$ cat src/pkg/tlic_pkg.sv
/*
 * Constants, register map and carrier types of the two-level interrupt
 * controller. Assumes a 32-bit APB register bus and one core clock.
 */
package tlic_pkg;

    // ------------------------------------------------------------------
    // Sizes and source numbering
    // ------------------------------------------------------------------
    localparam int NUM_SRC = 5;
    localparam int NUM_EXT = 2;
    localparam int ADDR_W  = 8;
    localparam int DATA_W  = 32;

    localparam logic [2:0] SRC_EXT_A  = 3'h0;
    localparam logic [2:0] SRC_TIMER0 = 3'h1;
    localparam logic [2:0] SRC_EXT_B  = 3'h2;
    localparam logic [2:0] SRC_TIMER1 = 3'h3;
    localparam logic [2:0] SRC_SERIAL = 3'h4;

    // ------------------------------------------------------------------
    // Register offsets
    // ------------------------------------------------------------------
    localparam logic [ADDR_W-1:0] OFF_ENABLE = 8'h00;
    localparam logic [ADDR_W-1:0] OFF_PRIO   = 8'h04;
    localparam logic [ADDR_W-1:0] OFF_MODE   = 8'h08;
    localparam logic [ADDR_W-1:0] OFF_PEND   = 8'h0C;
    localparam logic [ADDR_W-1:0] OFF_STATUS = 8'h10;
    localparam logic [ADDR_W-1:0] OFF_EVENT  = 8'h14;
    localparam logic [ADDR_W-1:0] OFF_EMASK  = 8'h18;

    // ------------------------------------------------------------------
    // Field positions and reset values
    // ------------------------------------------------------------------
    localparam int GLOBAL_EN_BIT = 7;
    localparam int PEND_TX_BIT   = 5;
    localparam int PEND_RX_BIT   = 6;
    localparam int STAT_VEC_LSB  = 2;
    localparam int STAT_REQ_BIT  = 5;
    localparam int STAT_LVL_BIT  = 6;

    localparam logic [NUM_SRC-1:0] SRC_RESET  = 5'h00;
    localparam logic [DATA_W-1:0]  DATA_RESET = 32'h0000_0000;

    // ------------------------------------------------------------------
    // Types
    // ------------------------------------------------------------------
    typedef logic [NUM_SRC-1:0] tlic_src_t;

    typedef struct packed {
        logic timer0Roll;
        logic timer1Roll;
        logic serTxDone;
        logic serRxDone;
    } tlic_periph_s;

    typedef struct packed {
        logic       valid;
        logic       level;
        logic [2:0] vector;
    } tlic_cpu_req_s;

    typedef enum logic [1:0] {
        SVC_NONE   = 2'b00,
        SVC_LOW    = 2'b01,
        SVC_NESTED = 2'b11,
        SVC_HIGH   = 2'b10
    } tlic_svc_e;

endpackage

$ cat src/rtl/tlic_ext_sense.sv
/*
 * Sense logic of one external request pin: synchroniser, falling-edge
 * detector and sticky flag. Assumes the pin is asynchronous to core_clk.
 */
`timescale 1ns/1ps
module tlic_ext_sense (
    input  wire logic core_clk,
    input  wire logic srst,
    input  wire logic pinIn,
    input  wire logic edgeMode,
    input  wire logic clearFlag,
    output logic      requestFlag
);
    logic syncFirst;
    logic syncSecond;
    logic pinPrev;
    logic edgeFlag;

    always_ff @(posedge core_clk) begin
        if (srst) begin
            syncFirst  <= 1'b1;
            syncSecond <= 1'b1;
            pinPrev    <= 1'b1;
        end else begin
            syncFirst  <= pinIn;
            syncSecond <= syncFirst;
            pinPrev    <= syncSecond;
        end
    end

    // A new falling edge wins over a clear in the same cycle.
    always_ff @(posedge core_clk) begin
        if (srst) begin
            edgeFlag <= 1'b0;
        end else begin
            edgeFlag <= (edgeMode & pinPrev & ~syncSecond)
                      | (edgeFlag & edgeMode & ~clearFlag);
        end
    end

    assign requestFlag = edgeMode ? edgeFlag : ~syncSecond;
endmodule

$ cat src/rtl/tlic_arbiter.sv
/*
 * Fixed-order selection of the winning request at each priority level.
 * Assumes all inputs are registered state of the same clock.
 */
`timescale 1ns/1ps
module tlic_arbiter (
    input  wire tlic_pkg::tlic_src_t pending,
    input  wire tlic_pkg::tlic_src_t enable,
    input  wire tlic_pkg::tlic_src_t highSel,
    input  wire logic                globalEn,
    output logic                     hiValid,
    output logic [2:0]               hiIndex,
    output logic                     loValid,
    output logic [2:0]               loIndex
);
    tlic_pkg::tlic_src_t live;

    assign live = pending & enable & {tlic_pkg::NUM_SRC{globalEn}};

    // Lower source number wins within a level.
    always_comb begin
        hiValid = 1'b0;
        hiIndex = 3'h0;
        loValid = 1'b0;
        loIndex = 3'h0;
        for (int i = tlic_pkg::NUM_SRC - 1; i >= 0; i--) begin
            if (live[i] && highSel[i]) begin
                hiValid = 1'b1;
                hiIndex = 3'(i);
            end
            if (live[i] && !highSel[i]) begin
                loValid = 1'b1;
                loIndex = 3'(i);
            end
        end
    end
endmodule

$ cat src/rtl/tlic_top.sv
/*
 * Two-level interrupt controller: five request sources, per-source
 * enable, priority, pending flag and vector, a global enable, nesting
 * of one high-level routine over a low-level one, and an APB slave.
 * Assumes peripheral pulses come from core_clk logic and the CPU control
 * unit acknowledges a presented request and signals routine return.
 */
// The register offsets and register access over APB are this design's own decisions.
`timescale 1ns/1ps
module tlic_top (
    input  wire logic                   core_clk,
    input  wire logic                   srst,
    input  wire logic                   psel,
    input  wire logic                   penable,
    input  wire logic                   pwrite,
    input  wire logic [7:0]             paddr,
    input  wire logic [31:0]            pwdata,
    output logic [31:0]                 prdata,
    output logic                        pready,
    output logic                        pslverr,
    input  wire logic                   extIrqLineA,
    input  wire logic                   extIrqLineB,
    input  wire tlic_pkg::tlic_periph_s periph,
    input  wire logic                   cpuAck,
    input  wire logic                   cpuReturn,
    output tlic_pkg::tlic_cpu_req_s     cpuReq,
    output logic                        irq
);
    // ------------------------------------------------------------------
    // Declarations
    // ------------------------------------------------------------------
    tlic_pkg::tlic_src_t     enable_reg;
    tlic_pkg::tlic_src_t     prio_reg;
    tlic_pkg::tlic_src_t     eventMask_reg;
    tlic_pkg::tlic_src_t     event_reg;
    tlic_pkg::tlic_src_t     pendPrev_reg;
    tlic_pkg::tlic_src_t     pendVec;
    tlic_pkg::tlic_cpu_req_s cpuReq_next;
    tlic_pkg::tlic_svc_e     svc_reg;
    tlic_pkg::tlic_svc_e     svc_next;
    logic                    globalEn_reg;
    logic [1:0]              edgeMode_reg;
    logic                    timer0Pend_reg;
    logic                    timer1Pend_reg;
    logic                    txDone_reg;
    logic                    rxDone_reg;
    logic [1:0]              extPins;
    logic [1:0]              extFlag;
    logic [1:0]              extClear;
    logic                    accessFirst;
    logic                    wrDone;
    logic                    rdDone;
    logic                    addrHit;
    logic [31:0]             readData;
    logic                    wrPend;
    logic                    ackTake;
    logic                    hiValid;
    logic [2:0]              hiIndex;
    logic                    loValid;
    logic [2:0]              loIndex;

    // ------------------------------------------------------------------
    // APB handshake
    // ------------------------------------------------------------------
    // Every access phase lasts two cycles: read data is captured in the
    // first and pready is raised for the second, where writes land.
    assign accessFirst = psel & penable & ~pready;
    assign wrDone      = psel & penable & pready & pwrite;
    assign rdDone      = psel & penable & pready & ~pwrite;
    assign wrPend      = wrDone & (paddr == tlic_pkg::OFF_PEND);

    always_comb begin
        addrHit = 1'b1;
        unique case (paddr)
            tlic_pkg::OFF_ENABLE,
            tlic_pkg::OFF_PRIO,
            tlic_pkg::OFF_MODE,
            tlic_pkg::OFF_PEND,
            tlic_pkg::OFF_STATUS,
            tlic_pkg::OFF_EVENT,
            tlic_pkg::OFF_EMASK: addrHit = 1'b1;
            default:             addrHit = 1'b0;
        endcase
    end

    always_comb begin
        readData = tlic_pkg::DATA_RESET;
        unique case (paddr)
            tlic_pkg::OFF_ENABLE: begin
                readData[tlic_pkg::NUM_SRC-1:0]    = enable_reg;
                readData[tlic_pkg::GLOBAL_EN_BIT]  = globalEn_reg;
            end
            tlic_pkg::OFF_PRIO: begin
                readData[tlic_pkg::NUM_SRC-1:0] = prio_reg;
            end
            tlic_pkg::OFF_MODE: begin
                readData[tlic_pkg::NUM_EXT-1:0] = edgeMode_reg;
            end
            tlic_pkg::OFF_PEND: begin
                readData[tlic_pkg::NUM_SRC-1:0]  = pendVec;
                readData[tlic_pkg::PEND_TX_BIT]  = txDone_reg;
                readData[tlic_pkg::PEND_RX_BIT]  = rxDone_reg;
            end
            tlic_pkg::OFF_STATUS: begin
                readData[1:0] = svc_reg;
                readData[tlic_pkg::STAT_VEC_LSB +: 3] = cpuReq.vector;
                readData[tlic_pkg::STAT_REQ_BIT] = cpuReq.valid;
                readData[tlic_pkg::STAT_LVL_BIT] = cpuReq.level;
            end
            tlic_pkg::OFF_EVENT: begin
                readData[tlic_pkg::NUM_SRC-1:0] = event_reg;
            end
            tlic_pkg::OFF_EMASK: begin
                readData[tlic_pkg::NUM_SRC-1:0] = eventMask_reg;
            end
            default: readData = tlic_pkg::DATA_RESET;
        endcase
    end

    always_ff @(posedge core_clk) begin
        if (srst) begin
            pready  <= 1'b0;
            pslverr <= 1'b0;
            prdata  <= tlic_pkg::DATA_RESET;
        end else begin
            pready  <= accessFirst;
            pslverr <= accessFirst & ~addrHit;
            if (accessFirst && !pwrite) begin
                prdata <= readData;
            end
        end
    end

    // ------------------------------------------------------------------
    // Configuration registers
    // ------------------------------------------------------------------
    always_ff @(posedge core_clk) begin
        if (srst) begin
            enable_reg    <= tlic_pkg::SRC_RESET;
            globalEn_reg  <= 1'b0;
            prio_reg      <= tlic_pkg::SRC_RESET;
            edgeMode_reg  <= 2'h0;
            eventMask_reg <= tlic_pkg::SRC_RESET;
        end else if (wrDone) begin
            unique case (paddr)
                tlic_pkg::OFF_ENABLE: begin
                    enable_reg   <= pwdata[tlic_pkg::NUM_SRC-1:0];
                    globalEn_reg <= pwdata[tlic_pkg::GLOBAL_EN_BIT];
                end
                tlic_pkg::OFF_PRIO: begin
                    prio_reg <= pwdata[tlic_pkg::NUM_SRC-1:0];
                end
                tlic_pkg::OFF_MODE: begin
                    edgeMode_reg <= pwdata[tlic_pkg::NUM_EXT-1:0];
                end
                tlic_pkg::OFF_EMASK: begin
                    eventMask_reg <= pwdata[tlic_pkg::NUM_SRC-1:0];
                end
                default: begin
                end
            endcase
        end
    end

    // ------------------------------------------------------------------
    // External sources
    // ------------------------------------------------------------------
    assign extPins = {extIrqLineB, extIrqLineA};
    assign ackTake = cpuAck & cpuReq.valid;

    assign extClear[0] = (wrPend & pwdata[tlic_pkg::SRC_EXT_A])
                       | (ackTake & (cpuReq.vector == tlic_pkg::SRC_EXT_A));
    assign extClear[1] = (wrPend & pwdata[tlic_pkg::SRC_EXT_B])
                       | (ackTake & (cpuReq.vector == tlic_pkg::SRC_EXT_B));

    for (genvar g = 0; g < tlic_pkg::NUM_EXT; g++) begin : gExt
        tlic_ext_sense uSense (
            .core_clk    (core_clk),
            .srst        (srst),
            .pinIn       (extPins[g]),
            .edgeMode    (edgeMode_reg[g]),
            .clearFlag   (extClear[g]),
            .requestFlag (extFlag[g])
        );
    end

    // ------------------------------------------------------------------
    // On-chip sources
    // ------------------------------------------------------------------
    // A timer flag clears when its request is taken; serial flags are
    // cleared by software only, since the routine must tell them apart.
    always_ff @(posedge core_clk) begin
        if (srst) begin
            timer0Pend_reg <= 1'b0;
            timer1Pend_reg <= 1'b0;
        end else begin
            timer0Pend_reg <= periph.timer0Roll
                | (timer0Pend_reg
                   & ~(wrPend & pwdata[tlic_pkg::SRC_TIMER0])
                   & ~(ackTake
                       & (cpuReq.vector == tlic_pkg::SRC_TIMER0)));
            timer1Pend_reg <= periph.timer1Roll
                | (timer1Pend_reg
                   & ~(wrPend & pwdata[tlic_pkg::SRC_TIMER1])
                   & ~(ackTake
                       & (cpuReq.vector == tlic_pkg::SRC_TIMER1)));
        end
    end

    always_ff @(posedge core_clk) begin
        if (srst) begin
            txDone_reg <= 1'b0;
            rxDone_reg <= 1'b0;
        end else begin
            txDone_reg <= periph.serTxDone
                | (txDone_reg & ~(wrPend & pwdata[tlic_pkg::PEND_TX_BIT]));
            rxDone_reg <= periph.serRxDone
                | (rxDone_reg & ~(wrPend & pwdata[tlic_pkg::PEND_RX_BIT]));
        end
    end

    // Two pins and three on-chip units make up the source vector.
    always_comb begin
        pendVec                       = tlic_pkg::SRC_RESET;
        pendVec[tlic_pkg::SRC_EXT_A]  = extFlag[0];
        pendVec[tlic_pkg::SRC_EXT_B]  = extFlag[1];
        pendVec[tlic_pkg::SRC_TIMER0] = timer0Pend_reg;
        pendVec[tlic_pkg::SRC_TIMER1] = timer1Pend_reg;
        pendVec[tlic_pkg::SRC_SERIAL] = txDone_reg | rxDone_reg;
    end

    // ------------------------------------------------------------------
    // Arbitration and nesting
    // ------------------------------------------------------------------
    tlic_arbiter uArb (
        .pending  (pendVec),
        .enable   (enable_reg),
        .highSel  (prio_reg),
        .globalEn (globalEn_reg),
        .hiValid  (hiValid),
        .hiIndex  (hiIndex),
        .loValid  (loValid),
        .loIndex  (loIndex)
    );

    // The request is withheld for the cycle after an acknowledge so the
    // CPU never sees a stale vector.
    always_comb begin
        cpuReq_next = '0;
        if (!ackTake) begin
            if (hiValid && svc_reg != tlic_pkg::SVC_HIGH
                    && svc_reg != tlic_pkg::SVC_NESTED) begin
                cpuReq_next.valid  = 1'b1;
                cpuReq_next.level  = 1'b1;
                cpuReq_next.vector = hiIndex;
            end else if (loValid && svc_reg == tlic_pkg::SVC_NONE) begin
                cpuReq_next.valid  = 1'b1;
                cpuReq_next.level  = 1'b0;
                cpuReq_next.vector = loIndex;
            end
        end
    end

    always_comb begin
        svc_next = svc_reg;
        if (ackTake) begin
            unique case (svc_reg)
                tlic_pkg::SVC_NONE:   svc_next = cpuReq.level
                                               ? tlic_pkg::SVC_HIGH
                                               : tlic_pkg::SVC_LOW;
                tlic_pkg::SVC_LOW:    svc_next = tlic_pkg::SVC_NESTED;
                tlic_pkg::SVC_NESTED: svc_next = tlic_pkg::SVC_NESTED;
                tlic_pkg::SVC_HIGH:   svc_next = tlic_pkg::SVC_HIGH;
            endcase
        end else if (cpuReturn) begin
            unique case (svc_reg)
                tlic_pkg::SVC_NONE:   svc_next = tlic_pkg::SVC_NONE;
                tlic_pkg::SVC_LOW:    svc_next = tlic_pkg::SVC_NONE;
                tlic_pkg::SVC_NESTED: svc_next = tlic_pkg::SVC_LOW;
                tlic_pkg::SVC_HIGH:   svc_next = tlic_pkg::SVC_NONE;
            endcase
        end
    end

    always_ff @(posedge core_clk) begin
        if (srst) begin
            svc_reg <= tlic_pkg::SVC_NONE;
            cpuReq  <= '0;
        end else begin
            svc_reg <= svc_next;
            cpuReq  <= cpuReq_next;
        end
    end

    // ------------------------------------------------------------------
    // Event status and interrupt line
    // ------------------------------------------------------------------
    // A new request sets its bit; a read of the event register clears,
    // but a bit set in the same cycle survives.
    always_ff @(posedge core_clk) begin
        if (srst) begin
            pendPrev_reg <= tlic_pkg::SRC_RESET;
            event_reg    <= tlic_pkg::SRC_RESET;
            irq          <= 1'b0;
        end else begin
            pendPrev_reg <= pendVec;
            event_reg    <= (pendVec & ~pendPrev_reg)
                | (event_reg
                   & ~{tlic_pkg::NUM_SRC{rdDone
                       & (paddr == tlic_pkg::OFF_EVENT)}});
            irq <= |(event_reg & eventMask_reg);
        end
    end
endmodule

$ cat config.mk
export PLATFORM = sky130hd
export DESIGN_NAME = tlic_top
export DESIGN_NICKNAME = d
export VERILOG_FILES = /design/src/pkg/tlic_pkg.sv /design/src/rtl/tlic_ext_sense.sv /design/src/rtl/tlic_arbiter.sv /design/src/rtl/tlic_top.sv
export SDC_FILE = /design/constraint.sdc
export NUM_CORES = 1
export LEC_CHECK = 0
export CORE_MARGIN = 8
export CORE_UTILIZATION = 45
export DETAILED_ROUTE_END_ITERATION = 10
export DONT_BUFFER_PORTS = 1
export HOLD_SLACK_MARGIN = 0.06
export PLACE_DENSITY = 0.62
export SYNTH_ARGS = -nofsm -noshare
export SYNTH_HDL_FRONTEND = slang
export SYNTH_SLANG_ARGS = --single-unit
$ cat constraint.sdc
create_clock -name core_clk -period 2 [get_ports core_clk]
set_input_delay 0.6 -clock core_clk [delete_from_list [all_inputs] [get_ports core_clk]]
set_output_delay 0.6 -clock core_clk [all_outputs]
set_load 0.05 [all_outputs]
=== Word-level counts from Yosys, hierarchy flattened ===
Index checks and enable logic that the tools add are counted.

* Register bits after elaboration: 58
* Latch bits: 0
* Memory bits (writable): 0
* Bits in read-only memories: 0
* Bits of input ports: 53
* Output and inout bits: 40
* Memories kept: 0

* Add/subtract/negate cells: 0
* $mul: 0
* Divide/modulo/power cells: 0
* Order comparisons: 0
* Equality and inequality tests: 14
* Shifts and indexed selects: 0
* Mux-type cells: 34
* Bitwise gates (word level): 63
* Reduce and logical (&&, ||, !) cells: 33

{| class="wikitable"
|+ Operators by type and width
! operator !! count
|-
| $and A1 B1 Y1 || 33
|-
| $mux W3 || 10
|-
| $and A5 B5 Y5 || 5
|-
| $eq A8 B5 Y1 const B || 3
|-
| $pmux W3 S6 || 1
|-
| $eq A8 B4 Y1 const B || 2
|-
| $logic_and A1 B1 Y1 || 14
|-
| $mux W1 || 14
|-
| $pmux W2 S7 || 1
|-
| $not A1 Y1 || 13
|-
| $mux W5 || 2
|-
| $not A5 Y5 || 2
|-
| $or A1 B1 Y1 || 9
|-
| $eq A8 B3 Y1 const B || 1
|-
| $logic_not A8 Y1 || 1
|-
| $pmux W2 S2 || 2
|-
| $reduce_and A2 Y1 || 4
|-
| $reduce_or A7 Y1 || 1
|-
| $eq A3 B2 Y1 const B || 2
|-
| $logic_not A1 Y1 || 6
|-
| $mux W2 || 3
|-
| $pmux W2 S3 || 1
|-
| $or A5 B5 Y5 || 1
|-
| $reduce_or A5 Y1 || 1
|-
| other kinds (9) || 12
|}

=== Logic depth before layout (Yosys ltp) ===
* Depth after elaboration: 13
* Depth in mapped cells: 7
* Gate-level depth less buffers: 5

=== Cells and area by module ===
A second synthesis with hierarchy kept.

* Cells, all modules: 312
* Area, all modules: 2,890.3 µm²

{| class="wikitable"
|+ Modules (own cells, without submodules)
! module !! instances !! cells each !! area an instance (µm²) !! seq. area each (µm²)
|-
| tlic_top || 1 || 260 || 2,421.1 || 1,001.0
|-
| tlic_ext_sense || 2 || 13 || 142.6 || 80.1
|-
| tlic_arbiter || 1 || 26 || 183.9 || 0.0
|}

=== Least setup slack after synthesis ===
OpenSTA, ideal clock, no wires.

* Path kind: input port to flip-flop
* From: input port paddr[5]
* To: register edgeMode_reg[0]
* Library setup time: 0.114 ns
* Data arrival time: 1.880 ns
* Setup slack: 0.005 ns
* Cell stages on the path: 5
* Path buffers: 0
* Cell sequence: or3_4 nand2b_4 or4_4 mux2i_1 nor2_1

* Cells in the longest elaborated chain, start to end: 2

{| class="wikitable"
|+ RTL lines
! element !! RTL line !! text
|-
| start, declared || tlic_top.sv:16 || <nowiki>input wire logic [7:0] paddr,</nowiki>
|-
| $eq A8 B4 Y1 || tlic_top.sv:145 || <nowiki>unique case (paddr)</nowiki>
|-
| $reduce_and A2 Y1 (no line) || n/a ||
|-
| end signal, assigned || tlic_top.sv:154 || <nowiki>edgeMode_reg <= pwdata[tlic_pkg::NUM_EXT-1:0];</nowiki>
|-
| end, declared || tlic_top.sv:42 || <nowiki>logic [1:0] edgeMode_reg;</nowiki>
|}

Every way passes these cells.
A chain may end at the register's enable or synchronous reset.

=== Final worst setup path ===
Ends and elaborated chain as after synthesis.

==> results.md <==
- Outcome: finished, final reports clean
- # clock sinks: 58
- Power per cell area: approximately 770 nW/um^2
- Pin count of the biggest net entering global routing: 54
- Worst Path Class, Setup: primary input to flip-flop
- Layout net count: 388
- Vias in the first global route: between 2k and 2.5k
- Htree depth: 3
- Finished Layout Cells: 416
- Clk slew on worst S/H paths: roughly 60 ps
- Fin Hold WS: 346.8 ps
- Slew Limit Fails: 0
- Worst VDD drop: between 0.3 and 0.4 mV
- Max Clock Freq: between 500 and 600 MHz
- Crit path DAT: approximately 2000 ps
- EDFF count, synth: 0
- Leakage: around 1.3 nW
- Register-to-register setup slack: roughly 290 ps
- Hold crit path type: primary input to flip-flop
- Drt wl/cell: around 17 um
- Total CTS buffers: 9
- Die Span X: approximately 96 um
- Vias: roughly 2.3k
- CP Capture Type: flip-flop
- Synth unique cells: 52
- Placed cell count: around 400
- Hpwl dp: 5332 um
- Final instance area: just over 3000 um^2
- Core area: about 6200 um^2
- Final setup skew: roughly 5.0 ps
- # diodes: 0
- Syn-to-layout area delta: 7.271%
- Maximum fanout along the worst path: 5
- Die Height: 95.67 um
- DR vias/cell: about 5.4
- Gpl congestion: roughly 0.81
- IO Pins: 93
- Fraction of registers with async set/reset: 0
- TNS Setup: 0 ps
- Row count: 29
- CTS tree: built
- Drt drc: 0
- Postcts setup bufs: 0
- Post-CTS Hold Fix Bufs: 0
- CP cell instances: or3_4 > nand2b_4 > or4_4 > mux2i_1 > nor2_1
- Share of cells above drive strength 1: 0.1445
- Syn Area/Cell: just under 9 um^2
- Cell area after synthesis: 2856 um^2
- Max reg flops: 8
- Root buffer cell: clkbuf_8
- Router iterations before antenna repair: 4
- CP required: approximately 2200 ps
- Buffers on Ports: 0
- Hold depth: 1
- Final antenna-violating net count: 0
- Post_cts resized: 0
- Max-Cap Viols: 0
- Reg2reg path depth: 5
- Post-Synthesis Cells: between 300 and 400
- DRT iter0 DRCs: 150
- Rel. slew slack: 0.5867
- Actual slew at the worst max-slew pin: a little over 600 ps
- Tot GR Track Use: 0.1615
- Fin crit share: 0.8638
- RSZ-0062 raised after global routing: no
- Effective utilization at floorplan: 0.4577
- Fill cell count: 614
- Die area: 9153 um^2
- Grt ovf: 0
- CP peak stage delay: 550 ps
- Clock Latency Late Sink: 330 ps
- Sequential fraction of the synthesis area: 0.4065
- Global-route wire length before repair: approximately 11000 um
- Setup Viol. Count Final: 0
- Worst Setup Start Kind: primary input
- Top reg by flops: prdata
- Initial antenna violation count: 0
- Critical-path top delay cell: or4_4
- FF+latch count, synth: 58
- Final Hold Fails: 0
- Drt total wl: 7087 um
- Fin crit period: approximately 1700 ps
- YS warnings: 0
- Clock buffer depth: 2
- Dpl cell area: ~2900 um^2
- Primary FF master, synth: dfxtp_1
## metal layers
layer | up-vias | part of all wire | track usage
li1 | 1118 | - | -
met1 | 1050 | 0.44 | 0.2112
met2 | 84 | 0.45 | 0.2411
met3 | 6 | 0.099 | 0.05906
met4 | 0 | 0.011 | 0.04994
met5 | - | 0 | 0
## Yosys cell counts, drive strengths merged, types with 5 or more instances
master | number | area share
a21oi | 15 | 0.026
dfxtp | 58 | 0.41
nor3 | 5 | 0.0088
o31ai | 6 | 0.016
o21ai | 9 | 0.016
a22o | 5 | 0.015
mux2i | 25 | 0.088
nand3 | 9 | 0.016
or2 | 7 | 0.015
inv | 8 | 0.011
clkbuf | 11 | 0.021
buf | 28 | 0.077
nand2 | 25 | 0.033
nor2 | 48 | 0.063
nand2b | 5 | 0.014
## path summary, 6_finish.rpt
| kind | startpoint | end |
|---|---|---|
| worst max-delay path | paddr[5] | edgeMode_reg[0]$_SDFFE_PP0P_ |
| worst min register to register | gExt[1].uSense.syncFirst$_SDFF_PP1_ | gExt[1].uSense.syncSecond$_SDFF_PP1_ |
| worst min-delay path | srst | eventMask_reg[2]$_SDFFE_PP0P_ |
| worst max register to register | edgeMode_reg[1]$_SDFFE_PP0P_ | cpuReq[2]$_SDFF_PP0_ |
## final cells by class
| type | count | area [um^2] | share of cell area |
|---|---|---|---|
| Sequential cell | 58 | 1161 | 0.3789 |
| Timing Repair Buffer | 18 | 135.1 | 0.04410 |
| Multi-Input combinational cell | 240 | 1471 | 0.4802 |
| Clock inverter | 3 | 15.01 | 0.004900 |
| Clock buffer | 12 | 155.1 | 0.05063 |
| Tap cell | 77 | 96.34 | 0.03144 |
| Inverter | 8 | 30.03 | 0.009800 |
## critical path: cells and delay by family
| family | cells | cell delay (ps) |
|---|---|---|
| muxes | 1 | 160 |
| and+or+nand+nor | 4 | 1190 |
## cells in the final DEF (no fill, tap or decap), types with 3 or more instances in the layout
master and n:
dfxtp_1 58, nor2_1 48, nand2_1 25, mux2i_1 25, conb_1 24, buf_4 18, a21oi_1 15, clkbuf_8 11
nand3_1 9, o21ai_0 9, inv_1 8, or2_2 7, o31ai_1 6, a22o_1 5, nor3_1 5, nand2b_1 4
a31oi_1 4, nand4_1 4, o211ai_1 4, a22oi_1 4, nor2b_1 3, nor3b_1 3, clkinv_2 3
## cells by family (layout without fill, tap and decap cells)
| group | after synthesis | count (layout) | synth area share |
|---|---|---|---|
| AO/OA/AOI/OAI | 62 | 62 | 0.1467 |
| buffers and inverters | 47 | 41 | 0.1086 |
| flip-flops | 58 | 58 | 0.4065 |
| multiplexers | 27 | 27 | 0.1034 |
| other | 1 | 24 | 0.001313 |
| AND/OR/NAND/NOR | 127 | 127 | 0.2335 |
## where the power goes
group | internal [W] | switching, W | leakage, nW | total (W)
Sequential | 0.00118 | 0.0000277 | 0.472 | 0.00121
Combinational | 0.0000470 | 0.000143 | 0.736 | 0.000190
Clock | 0.000504 | 0.000443 | 0.0920 | 0.000947
## through the flow
stage          power (W)  setup WS (ps)    util
4_1_cts         0.002376          287.9  0.4910
3_3_place_gp    0.001421         -54.08  0.4637
5_1_grt         0.002445          80.75  0.4910
6_report        0.002347          272.4  0.4910
2_1_floorplan   0.001468          5.210       -
3_5_place_dp    0.001423         -53.66  0.4637
Note: power is estimated with default switching activity, not from simulation.
